**config.mk**
```make
export PLATFORM = sky130hd
export DESIGN_NAME = ucl_top
export DESIGN_NICKNAME = d
export VERILOG_FILES = /design/src/rtl/ucl_pkg.sv /design/src/rtl/ucl_img_if.sv /design/src/rtl/ucl_nv_image.sv /design/src/rtl/ucl_pin_map.sv /design/src/rtl/ucl_top.sv
export SDC_FILE = /design/constraint.sdc
export NUM_CORES = 1
export LEC_CHECK = 0
export BUFFER_PORTS_ARGS = -buffer_cell sky130_fd_sc_hd__clkbuf_2
export CAP_MARGIN = 15
export CORE_MARGIN = 2
export CORE_UTILIZATION = 44
export CTS_BUF_LIST = sky130_fd_sc_hd__clkbuf_8
export DETAILED_ROUTE_END_ITERATION = 16
export GPL_ROUTABILITY_DRIVEN = 0
export HOLD_SLACK_MARGIN = 0.05
export PLACE_DENSITY = 0.89
export SLEW_MARGIN = 0
export SYNTH_ARGS = -nofsm -noshare
export SYNTH_HDL_FRONTEND = slang
export SYNTH_HIERARCHICAL = 1
export SYNTH_SLANG_ARGS = --single-unit
```
**constraint.sdc**
```tcl
create_clock -name pclk -period 2.2 [get_ports pclk]
set_input_delay 0.22 -clock pclk [delete_from_list [all_inputs] [get_ports pclk]]
set_output_delay 0.22 -clock pclk [all_outputs]
set_load 0.03 [all_outputs]
```
**src/rtl/ucl_pkg.sv**
```systemverilog
// package of constants, types and helpers for the usb configuration low bits block
package ucl_pkg;
    // ****************************************************************
    // register map and field positions
    // ****************************************************************
    localparam logic [11:0] ADDR_CFG = 12'h000; // configuration low bits
    localparam logic [11:0] ADDR_CTRL = 12'h004; // lite reset and protection
    localparam logic [11:0] ADDR_STAT = 12'h008; // block state
    localparam int B_SBP = 0; // bulk_out_stall_disable
    localparam int B_PWR = 1; // power_method_select
    localparam int B_RWK = 2; // remote_wakeup_support
    localparam int B_SWAP = 4; // line swap, read only
    localparam int B_BLE = 5; // burst_limit_enable
    localparam int B_SLEEP = 8; // phy_sleep_l1_enable
    localparam int B_U2X = 11; // u2 exit lfps select
    localparam int B_MULTI = 13; // three-bit field, bits 15:13
    localparam int B_LITE_RESET = 0; // ctrl: lite_reset, self clearing
    localparam int B_PROT = 1; // ctrl: reset protection
    // flag byte positions inside the configuration image
    localparam int F0_SWAP = 0; // nv_line_swap_flag
    localparam int F0_PWR = 1; // nv_power_method_flag
    localparam int F0_RWK = 2; // remote wakeup flag
    localparam int F1_SLEEP = 0; // phy sleep flag
    localparam int F1_MULTI = 1; // multi field, bits 3:1
    localparam int F2_U2X = 0; // u2 exit flag
    // fixed defaults when no storage provides a value
    localparam logic FIX_SWAP = 1'b0;
    localparam logic FIX_RWK = 1'b1;
    localparam logic FIX_PWR = 1'b1;
    localparam logic FIX_SLEEP = 1'b1;
    localparam logic [2:0] FIX_MULTI = 3'h3;
    localparam logic FIX_U2X = 1'b0;
    localparam logic RST_BLE = 1'b0;
    localparam logic RST_SBP = 1'b0;
    // ****************************************************************
    // timing
    // ****************************************************************
    localparam int CLK_NS = 10; // pclk period
    localparam int LFPS_SHORT_NS = 248;
    localparam int LFPS_LONG_US = 8;
    localparam logic [9:0] LFPS_SHORT_CYC = 10'((LFPS_SHORT_NS + CLK_NS - 1) / CLK_NS);
    localparam logic [9:0] LFPS_LONG_CYC = 10'((LFPS_LONG_US * 1000 + CLK_NS - 1) / CLK_NS);
    // ****************************************************************
    // types
    // ****************************************************************
    typedef struct packed {
        logic eeprom; // image came from eeprom
        logic otp; // image came from otp
        logic swap;
        logic pwr;
        logic rwk;
        logic sleep;
        logic [2:0] multi;
        logic u2x;
    } ucl_img_s;
    typedef struct packed {
        logic [2:0] multi;
        logic u2x;
        logic sleep;
        logic ble;
        logic swap;
        logic rwk;
        logic pwr;
        logic bulk_out_stall_disable;
    } ucl_cfg_s;
    // register word view of the configuration; bit 3 stays zero
    function automatic logic [31:0] cfg_word(input ucl_cfg_s c);
        logic [31:0] w;
        w = 32'h0000_0000;
        w[B_SBP] = c.bulk_out_stall_disable;
        w[B_PWR] = c.pwr;
        w[B_RWK] = c.rwk;
        w[B_SWAP] = c.swap;
        w[B_BLE] = c.ble;
        w[B_SLEEP] = c.sleep;
        w[B_U2X] = c.u2x;
        w[B_MULTI +: 3] = c.multi;
        return w;
    endfunction : cfg_word
endpackage : ucl_pkg

```
**src/rtl/ucl_img_if.sv**
```systemverilog
// carrier for the loaded configuration image
`timescale 1ns/1ns
`default_nettype none
interface ucl_img_if;
    ucl_pkg::ucl_img_s img; // last loaded image
    logic loaded; // one-cycle pulse: image just replaced
    modport src (output img, output loaded);
    modport dst (input img, input loaded);
endinterface : ucl_img_if
`default_nettype wire

```
**src/rtl/ucl_nv_image.sv**
```systemverilog
// holder of the default image taken from eeprom, otp or fixed values
`timescale 1ns/1ns
`default_nettype none
module ucl_nv_image (
    input wire logic pclk, // clock
    input wire logic presetn, // async reset, active low
    input wire logic nv_load_valid, // pulse: bytes below are valid
    input wire logic nv_eeprom_present, // eeprom image present
    input wire logic nv_otp_programmed, // otp holds a programmed image
    input wire logic [7:0] nv_cfg0, // flag byte 0
    input wire logic [7:0] nv_cfg1, // flag byte 1
    input wire logic [7:0] nv_cfg2, // flag byte 2
    ucl_img_if.src img_o // image and load pulse
);
    typedef struct packed {
        ucl_pkg::ucl_img_s img;
        logic loaded;
    } ucl_nvi_s;
    ucl_nvi_s st_q; // all state
    ucl_nvi_s st_d; // next state
    logic src; // some storage supplies the bytes
    // ****************************************************************
    // image selection
    // ****************************************************************
    // eeprom first, otp second, fixed values last
    always_comb
    begin
        st_d = st_q;
        st_d.loaded = nv_load_valid;
        src = nv_eeprom_present | nv_otp_programmed;
        if (nv_load_valid)
        begin
            st_d.img.eeprom = nv_eeprom_present;
            st_d.img.otp = ~nv_eeprom_present & nv_otp_programmed;
            st_d.img.swap = src ? nv_cfg0[ucl_pkg::F0_SWAP] : ucl_pkg::FIX_SWAP;
            st_d.img.rwk = src ? nv_cfg0[ucl_pkg::F0_RWK] : ucl_pkg::FIX_RWK;
            // otp has no say on the power bit
            st_d.img.pwr = nv_eeprom_present ? nv_cfg0[ucl_pkg::F0_PWR] : ucl_pkg::FIX_PWR;
            st_d.img.sleep = src ? nv_cfg1[ucl_pkg::F1_SLEEP] : ucl_pkg::FIX_SLEEP;
            st_d.img.multi = src ? nv_cfg1[ucl_pkg::F1_MULTI +: 3] : ucl_pkg::FIX_MULTI;
            st_d.img.u2x = src ? nv_cfg2[ucl_pkg::F2_U2X] : ucl_pkg::FIX_U2X;
        end
    end
    // state register; reset holds the fixed image
    always_ff @(posedge pclk or negedge presetn)
    begin
        if (!presetn)
            st_q <= '{img: '{eeprom: 1'b0, otp: 1'b0, swap: ucl_pkg::FIX_SWAP,
                pwr: ucl_pkg::FIX_PWR, rwk: ucl_pkg::FIX_RWK, sleep: ucl_pkg::FIX_SLEEP,
                multi: ucl_pkg::FIX_MULTI, u2x: ucl_pkg::FIX_U2X}, loaded: 1'b0};
        else
            st_q <= st_d;
    end
    assign img_o.img = st_q.img;
    assign img_o.loaded = st_q.loaded;
endmodule : ucl_nv_image
`default_nettype wire

```
**src/rtl/ucl_pin_map.sv**
```systemverilog
// registered high-speed pin mapping with optional line swap
`timescale 1ns/1ns
`default_nettype none
module ucl_pin_map (
    input wire logic pclk, // clock
    input wire logic presetn, // async reset, active low
    input wire logic swap, // exchange the two pins
    input wire logic tx_dp, // line driver d+
    input wire logic tx_dm, // line driver d-
    input wire logic tx_oe, // line driver enable
    output logic pos_o, // hs_positive_pin value
    output logic neg_o, // hs_negative_pin value
    output logic oe_o // enable for both pins
);
    typedef struct packed {
        logic pos;
        logic neg;
        logic oe;
    } ucl_pin_s;
    ucl_pin_s st_q; // all state
    ucl_pin_s st_d; // next state
    // mux before the flop so the pins never glitch on a swap change
    always_comb
    begin
        st_d.oe = tx_oe;
        st_d.pos = swap ? tx_dm : tx_dp;
        st_d.neg = swap ? tx_dp : tx_dm;
    end
    // state register
    always_ff @(posedge pclk or negedge presetn)
    begin
        if (!presetn)
            st_q <= '0;
        else
            st_q <= st_d;
    end
    assign pos_o = st_q.pos;
    assign neg_o = st_q.neg;
    assign oe_o = st_q.oe;
endmodule : ucl_pin_map
`default_nettype wire

```
**src/rtl/ucl_top.sv**
```systemverilog
// top of the usb configuration low bits block with its apb register slave
//
// Local design decisions: register access over APB and the register offsets.
`timescale 1ns/1ns
`default_nettype none
module ucl_top (
    input wire logic pclk, // clock, 100 mhz
    input wire logic presetn, // async reset, active low
    input wire logic [11:0] paddr, // apb address
    input wire logic psel, // apb select
    input wire logic penable, // apb access phase
    input wire logic pwrite, // apb direction
    input wire logic [31:0] pwdata, // apb write data
    output logic [31:0] prdata, // apb read data
    output logic pready, // apb ready
    output logic pslverr, // apb error, unmapped address
    input wire logic nv_load_valid, // pulse: configuration bytes valid
    input wire logic nv_eeprom_present, // eeprom present
    input wire logic nv_otp_programmed, // otp programmed
    input wire logic [7:0] nv_cfg0, // flag byte 0
    input wire logic [7:0] nv_cfg1, // flag byte 1
    input wire logic [7:0] nv_cfg2, // flag byte 2
    input wire logic usb_reset, // pulse: usb bus reset seen
    input wire logic loss_of_sync, // pulse: rx fifo lost sync
    input wire logic stall_clear, // pulse: host clears the stall
    input wire logic set_dev_rwk, // pulse: host enables device wakeup
    input wire logic set_fn_rwk, // pulse: host enables function wakeup
    input wire logic clr_dev_rwk, // pulse: host disables device wakeup
    input wire logic clr_fn_rwk, // pulse: host disables function wakeup
    input wire logic [7:0] burst_cap_value, // burst capacity register value
    input wire logic tx_dp, // line driver d+
    input wire logic tx_dm, // line driver d-
    input wire logic tx_oe, // line driver enable
    output logic hs_positive_pin_o, // positive pin drive
    output logic hs_negative_pin_o, // negative pin drive
    output logic hs_pin_oe, // pin output enable
    output logic tx_burst_cap_en, // burst cap in force
    output logic [7:0] tx_burst_cap, // burst cap, zero when off
    output logic self_powered, // reported power mode
    output logic dev_rwk_en, // device remote wakeup enabled
    output logic fn_rwk_en, // function remote wakeup enabled
    output logic bulk_out_stall, // bulk-out pipe stalled
    output logic phy_sleep_l1_enable, // phy sleep and l1 suspend
    output logic [9:0] u2_exit_lfps_cycles, // lfps length for u2 exit
    output logic [2:0] cfg_multi // three-bit configuration field
);
    // ****************************************************************
    // state
    // ****************************************************************
    typedef struct packed {
        ucl_pkg::ucl_cfg_s cfg; // configuration low bits
        logic protect; // reset protection
        logic dev_rwk; // device wakeup enabled
        logic fn_rwk; // function wakeup enabled
        logic stall; // bulk-out stalled
        logic pready; // apb ready
        logic pslverr; // apb error
        logic [31:0] prdata; // apb read data
        logic cap_en; // burst cap enable out
        logic [7:0] cap; // burst cap out
        logic [9:0] lfps; // lfps cycles out
    } ucl_top_s;
    ucl_top_s st_q; // all state
    ucl_top_s st_d; // next state
    logic wr; // write takes effect this edge
    logic lite; // lite reset request this cycle
    logic rst_any; // usb or lite reset this cycle
    logic [31:0] stat_w; // status word
    ucl_img_if img (); // image carrier
    // ****************************************************************
    // submodules
    // ****************************************************************
    // default image holder
    ucl_nv_image u_img (
        .pclk(pclk),
        .presetn(presetn),
        .nv_load_valid(nv_load_valid),
        .nv_eeprom_present(nv_eeprom_present),
        .nv_otp_programmed(nv_otp_programmed),
        .nv_cfg0(nv_cfg0),
        .nv_cfg1(nv_cfg1),
        .nv_cfg2(nv_cfg2),
        .img_o(img.src)
    );
    // pin mapping follows the swap bit
    ucl_pin_map u_pin (
        .pclk(pclk),
        .presetn(presetn),
        .swap(st_q.cfg.swap),
        .tx_dp(tx_dp),
        .tx_dm(tx_dm),
        .tx_oe(tx_oe),
        .pos_o(hs_positive_pin_o),
        .neg_o(hs_negative_pin_o),
        .oe_o(hs_pin_oe)
    );
    // ****************************************************************
    // next state
    // ****************************************************************
    // apb answers with zero wait: ready is raised from the setup cycle
    always_comb
    begin
        st_d = st_q;
        stat_w = 32'h0000_0000;
        stat_w[0] = st_q.dev_rwk;
        stat_w[1] = st_q.fn_rwk;
        stat_w[2] = st_q.stall;
        stat_w[3] = img.img.eeprom;
        stat_w[4] = img.img.otp;
        // setup cycle: decode and fetch read data
        st_d.pready = psel & ~penable;
        st_d.pslverr = 1'b0;
        st_d.prdata = 32'h0000_0000;
        if (psel && !penable)
        begin
            unique case (paddr)
                ucl_pkg::ADDR_CFG: st_d.prdata = ucl_pkg::cfg_word(st_q.cfg);
                ucl_pkg::ADDR_CTRL: st_d.prdata[ucl_pkg::B_PROT] = st_q.protect;
                ucl_pkg::ADDR_STAT: st_d.prdata = stat_w;
                default: st_d.pslverr = 1'b1; // unmapped: error, no effect
            endcase
        end
        wr = psel & penable & st_q.pready & pwrite & ~st_q.pslverr;
        lite = 1'b0;
        // software writes; swap and bit 3 ignore them
        if (wr && paddr == ucl_pkg::ADDR_CFG)
        begin
            st_d.cfg.bulk_out_stall_disable = pwdata[ucl_pkg::B_SBP];
            st_d.cfg.pwr = pwdata[ucl_pkg::B_PWR];
            st_d.cfg.rwk = pwdata[ucl_pkg::B_RWK];
            st_d.cfg.ble = pwdata[ucl_pkg::B_BLE];
            st_d.cfg.sleep = pwdata[ucl_pkg::B_SLEEP];
            st_d.cfg.u2x = pwdata[ucl_pkg::B_U2X];
            st_d.cfg.multi = pwdata[ucl_pkg::B_MULTI +: 3];
        end
        if (wr && paddr == ucl_pkg::ADDR_CTRL)
        begin
            st_d.protect = pwdata[ucl_pkg::B_PROT];
            lite = pwdata[ucl_pkg::B_LITE_RESET]; // self clearing, never stored
        end
        rst_any = usb_reset | lite;
        // a fresh image loads all six image fields, protected or not; ble and bulk_out_stall_disable keep their values
        if (img.loaded)
        begin
            st_d.cfg.swap = img.img.swap;
            st_d.cfg.rwk = img.img.rwk;
            st_d.cfg.pwr = img.img.pwr;
            st_d.cfg.sleep = img.img.sleep;
            st_d.cfg.multi = img.img.multi;
            st_d.cfg.u2x = img.img.u2x;
        end
        else if (rst_any)
        begin
            // restore from the last image; protection keeps two bits
            st_d.cfg.swap = img.img.swap;
            st_d.cfg.sleep = img.img.sleep;
            st_d.cfg.multi = img.img.multi;
            st_d.cfg.u2x = img.img.u2x;
            if (!st_q.protect)
            begin
                st_d.cfg.rwk = img.img.rwk;
                st_d.cfg.pwr = img.img.pwr;
            end
        end
        // wakeup features: set wins over clear, gated by support bit
        st_d.dev_rwk = ((st_q.dev_rwk & ~clr_dev_rwk & ~rst_any) | set_dev_rwk)
            & st_d.cfg.rwk;
        st_d.fn_rwk = ((st_q.fn_rwk & ~clr_fn_rwk & ~rst_any) | set_fn_rwk)
            & st_d.cfg.rwk;
        // loss of sync stalls unless disabled; a new stall beats a clear
        st_d.stall = (st_q.stall & ~stall_clear & ~usb_reset)
            | (loss_of_sync & ~st_q.cfg.bulk_out_stall_disable);
        // burst cap of zero means no limit downstream
        st_d.cap_en = st_q.cfg.ble;
        st_d.cap = st_q.cfg.ble ? burst_cap_value : 8'h00;
        // short filter trades glitch immunity for faster u2 exit
        st_d.lfps = st_q.cfg.u2x ? ucl_pkg::LFPS_SHORT_CYC : ucl_pkg::LFPS_LONG_CYC;
    end
    // state register; reset takes fixed defaults until an image loads
    always_ff @(posedge pclk or negedge presetn)
    begin
        if (!presetn)
        begin
            st_q <= '0;
            st_q.cfg.swap <= ucl_pkg::FIX_SWAP;
            st_q.cfg.rwk <= ucl_pkg::FIX_RWK;
            st_q.cfg.pwr <= ucl_pkg::FIX_PWR;
            st_q.cfg.sleep <= ucl_pkg::FIX_SLEEP;
            st_q.cfg.multi <= ucl_pkg::FIX_MULTI;
            st_q.cfg.u2x <= ucl_pkg::FIX_U2X;
            st_q.cfg.ble <= ucl_pkg::RST_BLE;
            st_q.cfg.bulk_out_stall_disable <= ucl_pkg::RST_SBP;
            st_q.lfps <= ucl_pkg::LFPS_LONG_CYC;
        end
        else
            st_q <= st_d;
    end
    // ****************************************************************
    // outputs
    // ****************************************************************
    assign prdata = st_q.prdata;
    assign pready = st_q.pready;
    assign pslverr = st_q.pslverr;
    assign tx_burst_cap_en = st_q.cap_en;
    assign tx_burst_cap = st_q.cap;
    assign self_powered = st_q.cfg.pwr;
    assign dev_rwk_en = st_q.dev_rwk;
    assign fn_rwk_en = st_q.fn_rwk;
    assign bulk_out_stall = st_q.stall;
    assign phy_sleep_l1_enable = st_q.cfg.sleep;
    assign u2_exit_lfps_cycles = st_q.lfps;
    assign cfg_multi = st_q.cfg.multi;
endmodule : ucl_top
`default_nettype wire

```
Yosys cells after proc, flatten, opt, wreduce, memory -nomap -nowiden. Index checks and enable logic that the tools add are counted.

Equality and inequality tests: 2. Mux-type cells: 23. Bitwise gates (word level): 29. Reductions and logical operators: 8.

Operator list (count): 33-bit two-way mux (1); 14-bit case mux with 2 select lines (1); 1-bit bitwise AND (15); 12-bit by 3-bit == test with 1-bit output (second input constant) (1); 12-bit by 4-bit == test with 1-bit output (second input constant) (1); 12-bit logical NOT (1); 3-bit two-way mux (4); 10-bit two-way mux (1); 5-bit two-way mux (2); 1-bit two-way mux (9); 1-bit inverter (9); 8-bit two-way mux (1); 6-bit two-way mux (1); 1-bit OR (5); 1-bit logical AND (3); 1-bit case mux with 3 select lines (1); 3-bit nonzero test (1); 3-bit OR reduction (1); 2-bit two-way mux (1); 1-bit case mux with 2 select lines (1); 2-bit nonzero test (1); 1-bit logical NOT (1).

Flip-flop bits (word level): 81. Input bits: 94. Output and inout port bits: 64. Word-level logic and storage cells: 92.

Depth between registers and ports, before layout.
Word-level depth: 11. Mapped depth: 8. Mapped depth without buffers: 5.

Hierarchy. Netlist, hierarchy kept.

By module, submodules not included: ucl_top (times used 1, cells each 185, area each 1940.6 um^2, seq. area each 958.4 um^2); ucl_nv_image (times used 1, cells each 43, area each 457.9 um^2, seq. area each 281.5 um^2); ucl_pin_map (times used 1, cells each 5, area each 97.6 um^2, seq. area each 75.1 um^2).

Worst setup path after synthesis. Ideal clock, no wire load.

Path kind: register to register. From: register st_q, in the netlist pslverr. To: register st_q, in the netlist st_d[18]. Setup time: 125 ps. Arrival: 1681 ps. Required time: 2075 ps. Slack: 394 ps. Cell stages (with the launch flop): 7. Path buffers: 2. Period minus slack after synthesis: 1806 ps. Cell sequence: dfrtp_1 nor4b_1 and4_1 buf_6 and2_4 buf_6 mux2_2.

Word-level cells in the longest chain between the ends: 3.

Ends and longest elaborated chain: from (decl) (line ucl_top.sv:63) `ucl_top_s st_q;`; from (signal assigned) (line ucl_top.sv:196) `st_q <= st_d;`; 1-bit inverter (line ucl_top.sv:123) `wr = psel & penable & st_q.pready & pwrite & ~st_q.pslverr;`; 1-bit bitwise AND (line ucl_top.sv:123); 1-bit logical AND (line ucl_top.sv:126) `if (wr && paddr == ucl_pkg::ADDR_CFG)`.

Every way passes these cells. A chain may end at the register's enable or synchronous reset.

Worst setup path in the final report.
From: register st_q, in the netlist pslverr. To: register st_q[57] (netlist name).

The elaborated chain is that of the path after synthesis.

==> results.json <==
{
  "status": "finished clean",
  "synth_ff_type": "dfrtp_1",
  "area_growth_syn_to_layout_pct": 12.9,
  "final_core_util": 0.512,
  "grt_max_degree": 53,
  "grt.overflow.total": 0,
  "yosysSeqAreaShare": 0.527,
  "dr.pass1.iters": 5,
  "cts_root_buf": "clkbuf_8",
  "n_antenna_cell": 0,
  "synth.avg_cell_area_um2": 10.7,
  "layout-drive-gt1-share": 0.411,
  "synthAdderAreaFrac": 0,
  "fp.dieH_um": 79.3,
  "post_cts_buffers": 0,
  "synth_top_area_frac": 0.411,
  "synth_cell_types": 36,
  "synth_edf_count": 0,
  "place.detailed.hpwl_mm": 3.53,
  "final_cell_mix": "93 x clkbuf_2, 41 x dfrtp_1, 25 x conb_1",
  "cts-htree-levels": 2,
  "clock_latency_ns": 0.30,
  "async_flop_share": 1.00,
  "initial_core_util": 0.453,
  "cts_tree": "yes",
  "vias": 1656,
  "die_w_um": 79.3,
  "required_ns": 2.39,
  "p_leak_nw": 1.54,
  "synthesis.instances": 233,
  "synth_compound_area_frac": 0.0692,
  "finalHoldViolations": 0,
  "drv_slew": 0,
  "crit_chain": "nor4b_1 > and4_1 > and2_4 > mux2_2",
  "drt.antenna.violating_nets": 0,
  "core_area_um2": 5510,
  "p_per_area_nw_per_um2": 686,
  "cts_buffers": 5,
  "min_period_ns": 1.83,
  "path_buf_inv": 0,
  "crit_family": "simple AND/OR/NAND/NOR gates",
  "critPathMaxStageDelay_ns": 0.41,
  "antenna_found_initial": 0,
  "fin_area_um2": 2820,
  "io_buffers": 93,
  "peakVddDrop_mv": 0.410,
  "hp-class": "input port to register",
  "synth_top_family_by_area": "buffers and inverters",
  "drv_cap": 0,
  "max_freq_mhz": 546,
  "first_global_vias": 1541,
  "num_rows": 27,
  "crit_type": "register to register",
  "final_common_cell": "clkbuf_2",
  "path_max_fanout": 9,
  "holdWs_ns": 0.0869,
  "fin_crit_sh": 0.832,
  "grt_pass1_wl_mm": 7.21,
  "fin_skew_ns": 0.00823,
  "cts_resized": 0,
  "yosysWarnings": 6,
  "finalSetupTns_ns": 0,
  "via_per_inst": 4.43,
  "cpMaxStageDelayCell": "and4_1",
  "clock_sinks": 52,
  "cp.arrival_ns": 2.02,
  "synthMuxAreaShare": 0.0647,
  "synth_area_leaders": "dfrtp_1 41%, buf_4 16%, dfstp_2 12%",
  "placed_area_um2": 2710,
  "grt_usage": 0.150,
  "hold_buffers": 2,
  "dr.first_iter.drc_count": 68,
  "cts_buffer_depth": 2,
  "syn_area_um2": 2500,
  "path_clk_slew_ns": 0.09,
  "drt_drc_violations_left": 0,
  "wirelength_mm": 4.54,
  "top_level_ports": 158,
  "die-area_um2": 6290,
  "yosysTopAreaCell": "dfrtp_1",
  "grt_setup_unrepaired": "false",
  "avgRoutedWirePerCell_um": 12.1,
  "synthSimpleGateAreaFrac": 0.125,
  "finalNetCount": 395,
  "crit_path_end_kind": "register",
  "synthXorXnorAreaFrac": 0,
  "ys_ff_latch": 52,
  "setup_viol": 0,
  "critPathLaunchType": "register"
}
==> state kept, by name, summed over array words and instances, names as in the netlist <==
| signal | cells |
|---|---|
| u_pin/neg_o | 1 |
| u_pin/oe_o | 1 |
| tx_burst_cap_en | 1 |
| dev_rwk_en | 1 |
| u_img/img_o.img | 10 |
| u_img/img_o.loaded | 1 |
| cfg_multi | 3 |
| st_d | 1 |
| self_powered | 1 |
| u2_exit_lfps_cycles | 2 |
| st_q | 5 |
| pready | 1 |
| fn_rwk_en | 1 |
| u_pin/pos_o | 1 |
| bulk_out_stall | 1 |
| tx_burst_cap | 8 |
| pslverr | 1 |
| phy_sleep_l1_enable | 1 |
| prdata | 11 |
==> synth_stat cells, types with 2 or more instances <==
library cell / instances
mux2_2: 5
nor3b_1: 2
nand2_1: 9
nor3_1: 4
clkbuf_1: 2
nor4_1: 2
dfstp_2: 11
mux2i_1: 9
nand3_1: 3
nor2_1: 17
dfrtp_1: 41
inv_1: 17
buf_4: 53
a31oi_1: 7
and2_1: 13
o22ai_1: 3
o21ai_1: 6
buf_6: 5
a21oi_1: 7
==> cell type report <==
class,instances,area (um^2)
Clock buffer,5,68.8
Clock inverter,3,18.8
Fill cell,500,2690
Inverter,17,63.8
Multi-Input combinational cell,127,741
Sequential cell,52,1320
Tap cell,72,90.1
Timing Repair Buffer,98,520
==> stage by stage <==
step | total power, mW | cells | setup WS [ns]
after CTS | 1.96 | 374 | 0.369
after global placement | 1.41 | 364 | 0.356
after global routing | 2.03 | 374 | 0.273
after floorplan | 1.35 | 257 | 0.394
after detailed placement | 1.42 | 364 | 0.318
final | 1.93 | 374 | 0.370
==> where the power goes <==
part           leakage [nW]  internal, mW  total [mW]  switching (mW)
clock network        0.0479         0.222       0.533           0.311
logic                 0.841         0.112       0.344           0.232
registers             0.653          1.02        1.05          0.0321
==> path summary, 6_finish.rpt <==
path	from	endpoint	slack, ns	cells past startpoint
worst max-delay path	pslverr	st_q[57]	0.37	4
worst min-delay path	stall_clear	bulk_out_stall	0.09	2
worst max register to register	pslverr	st_q[57]	0.37	4
worst min register to register	st_q[63]	u2_exit_lfps_cycles[4]	0.40	0
max in group asynchronous	presetn	u_img/img_o.img[5]	1.47	3
min in group asynchronous	presetn	tx_burst_cap[0]	0.44	3
==> logic make-up after synthesis <==
group                  Yosys count
muxes                           15
buffers and inverters           78
other                            1
DFF                             52
and+or+nand+nor                 59
AOI/OAI and AO/OA               28
==> routing by layer <==
layer	global-route usage	share of wire	wire length [um]
met2	0.260	0.51	2320
met5	0	0	0
met3	0.0352	0.064	289
met4	0.0552	0.013	58
met1	0.180	0.41	1860
Power figures use the tool's default switching activity.
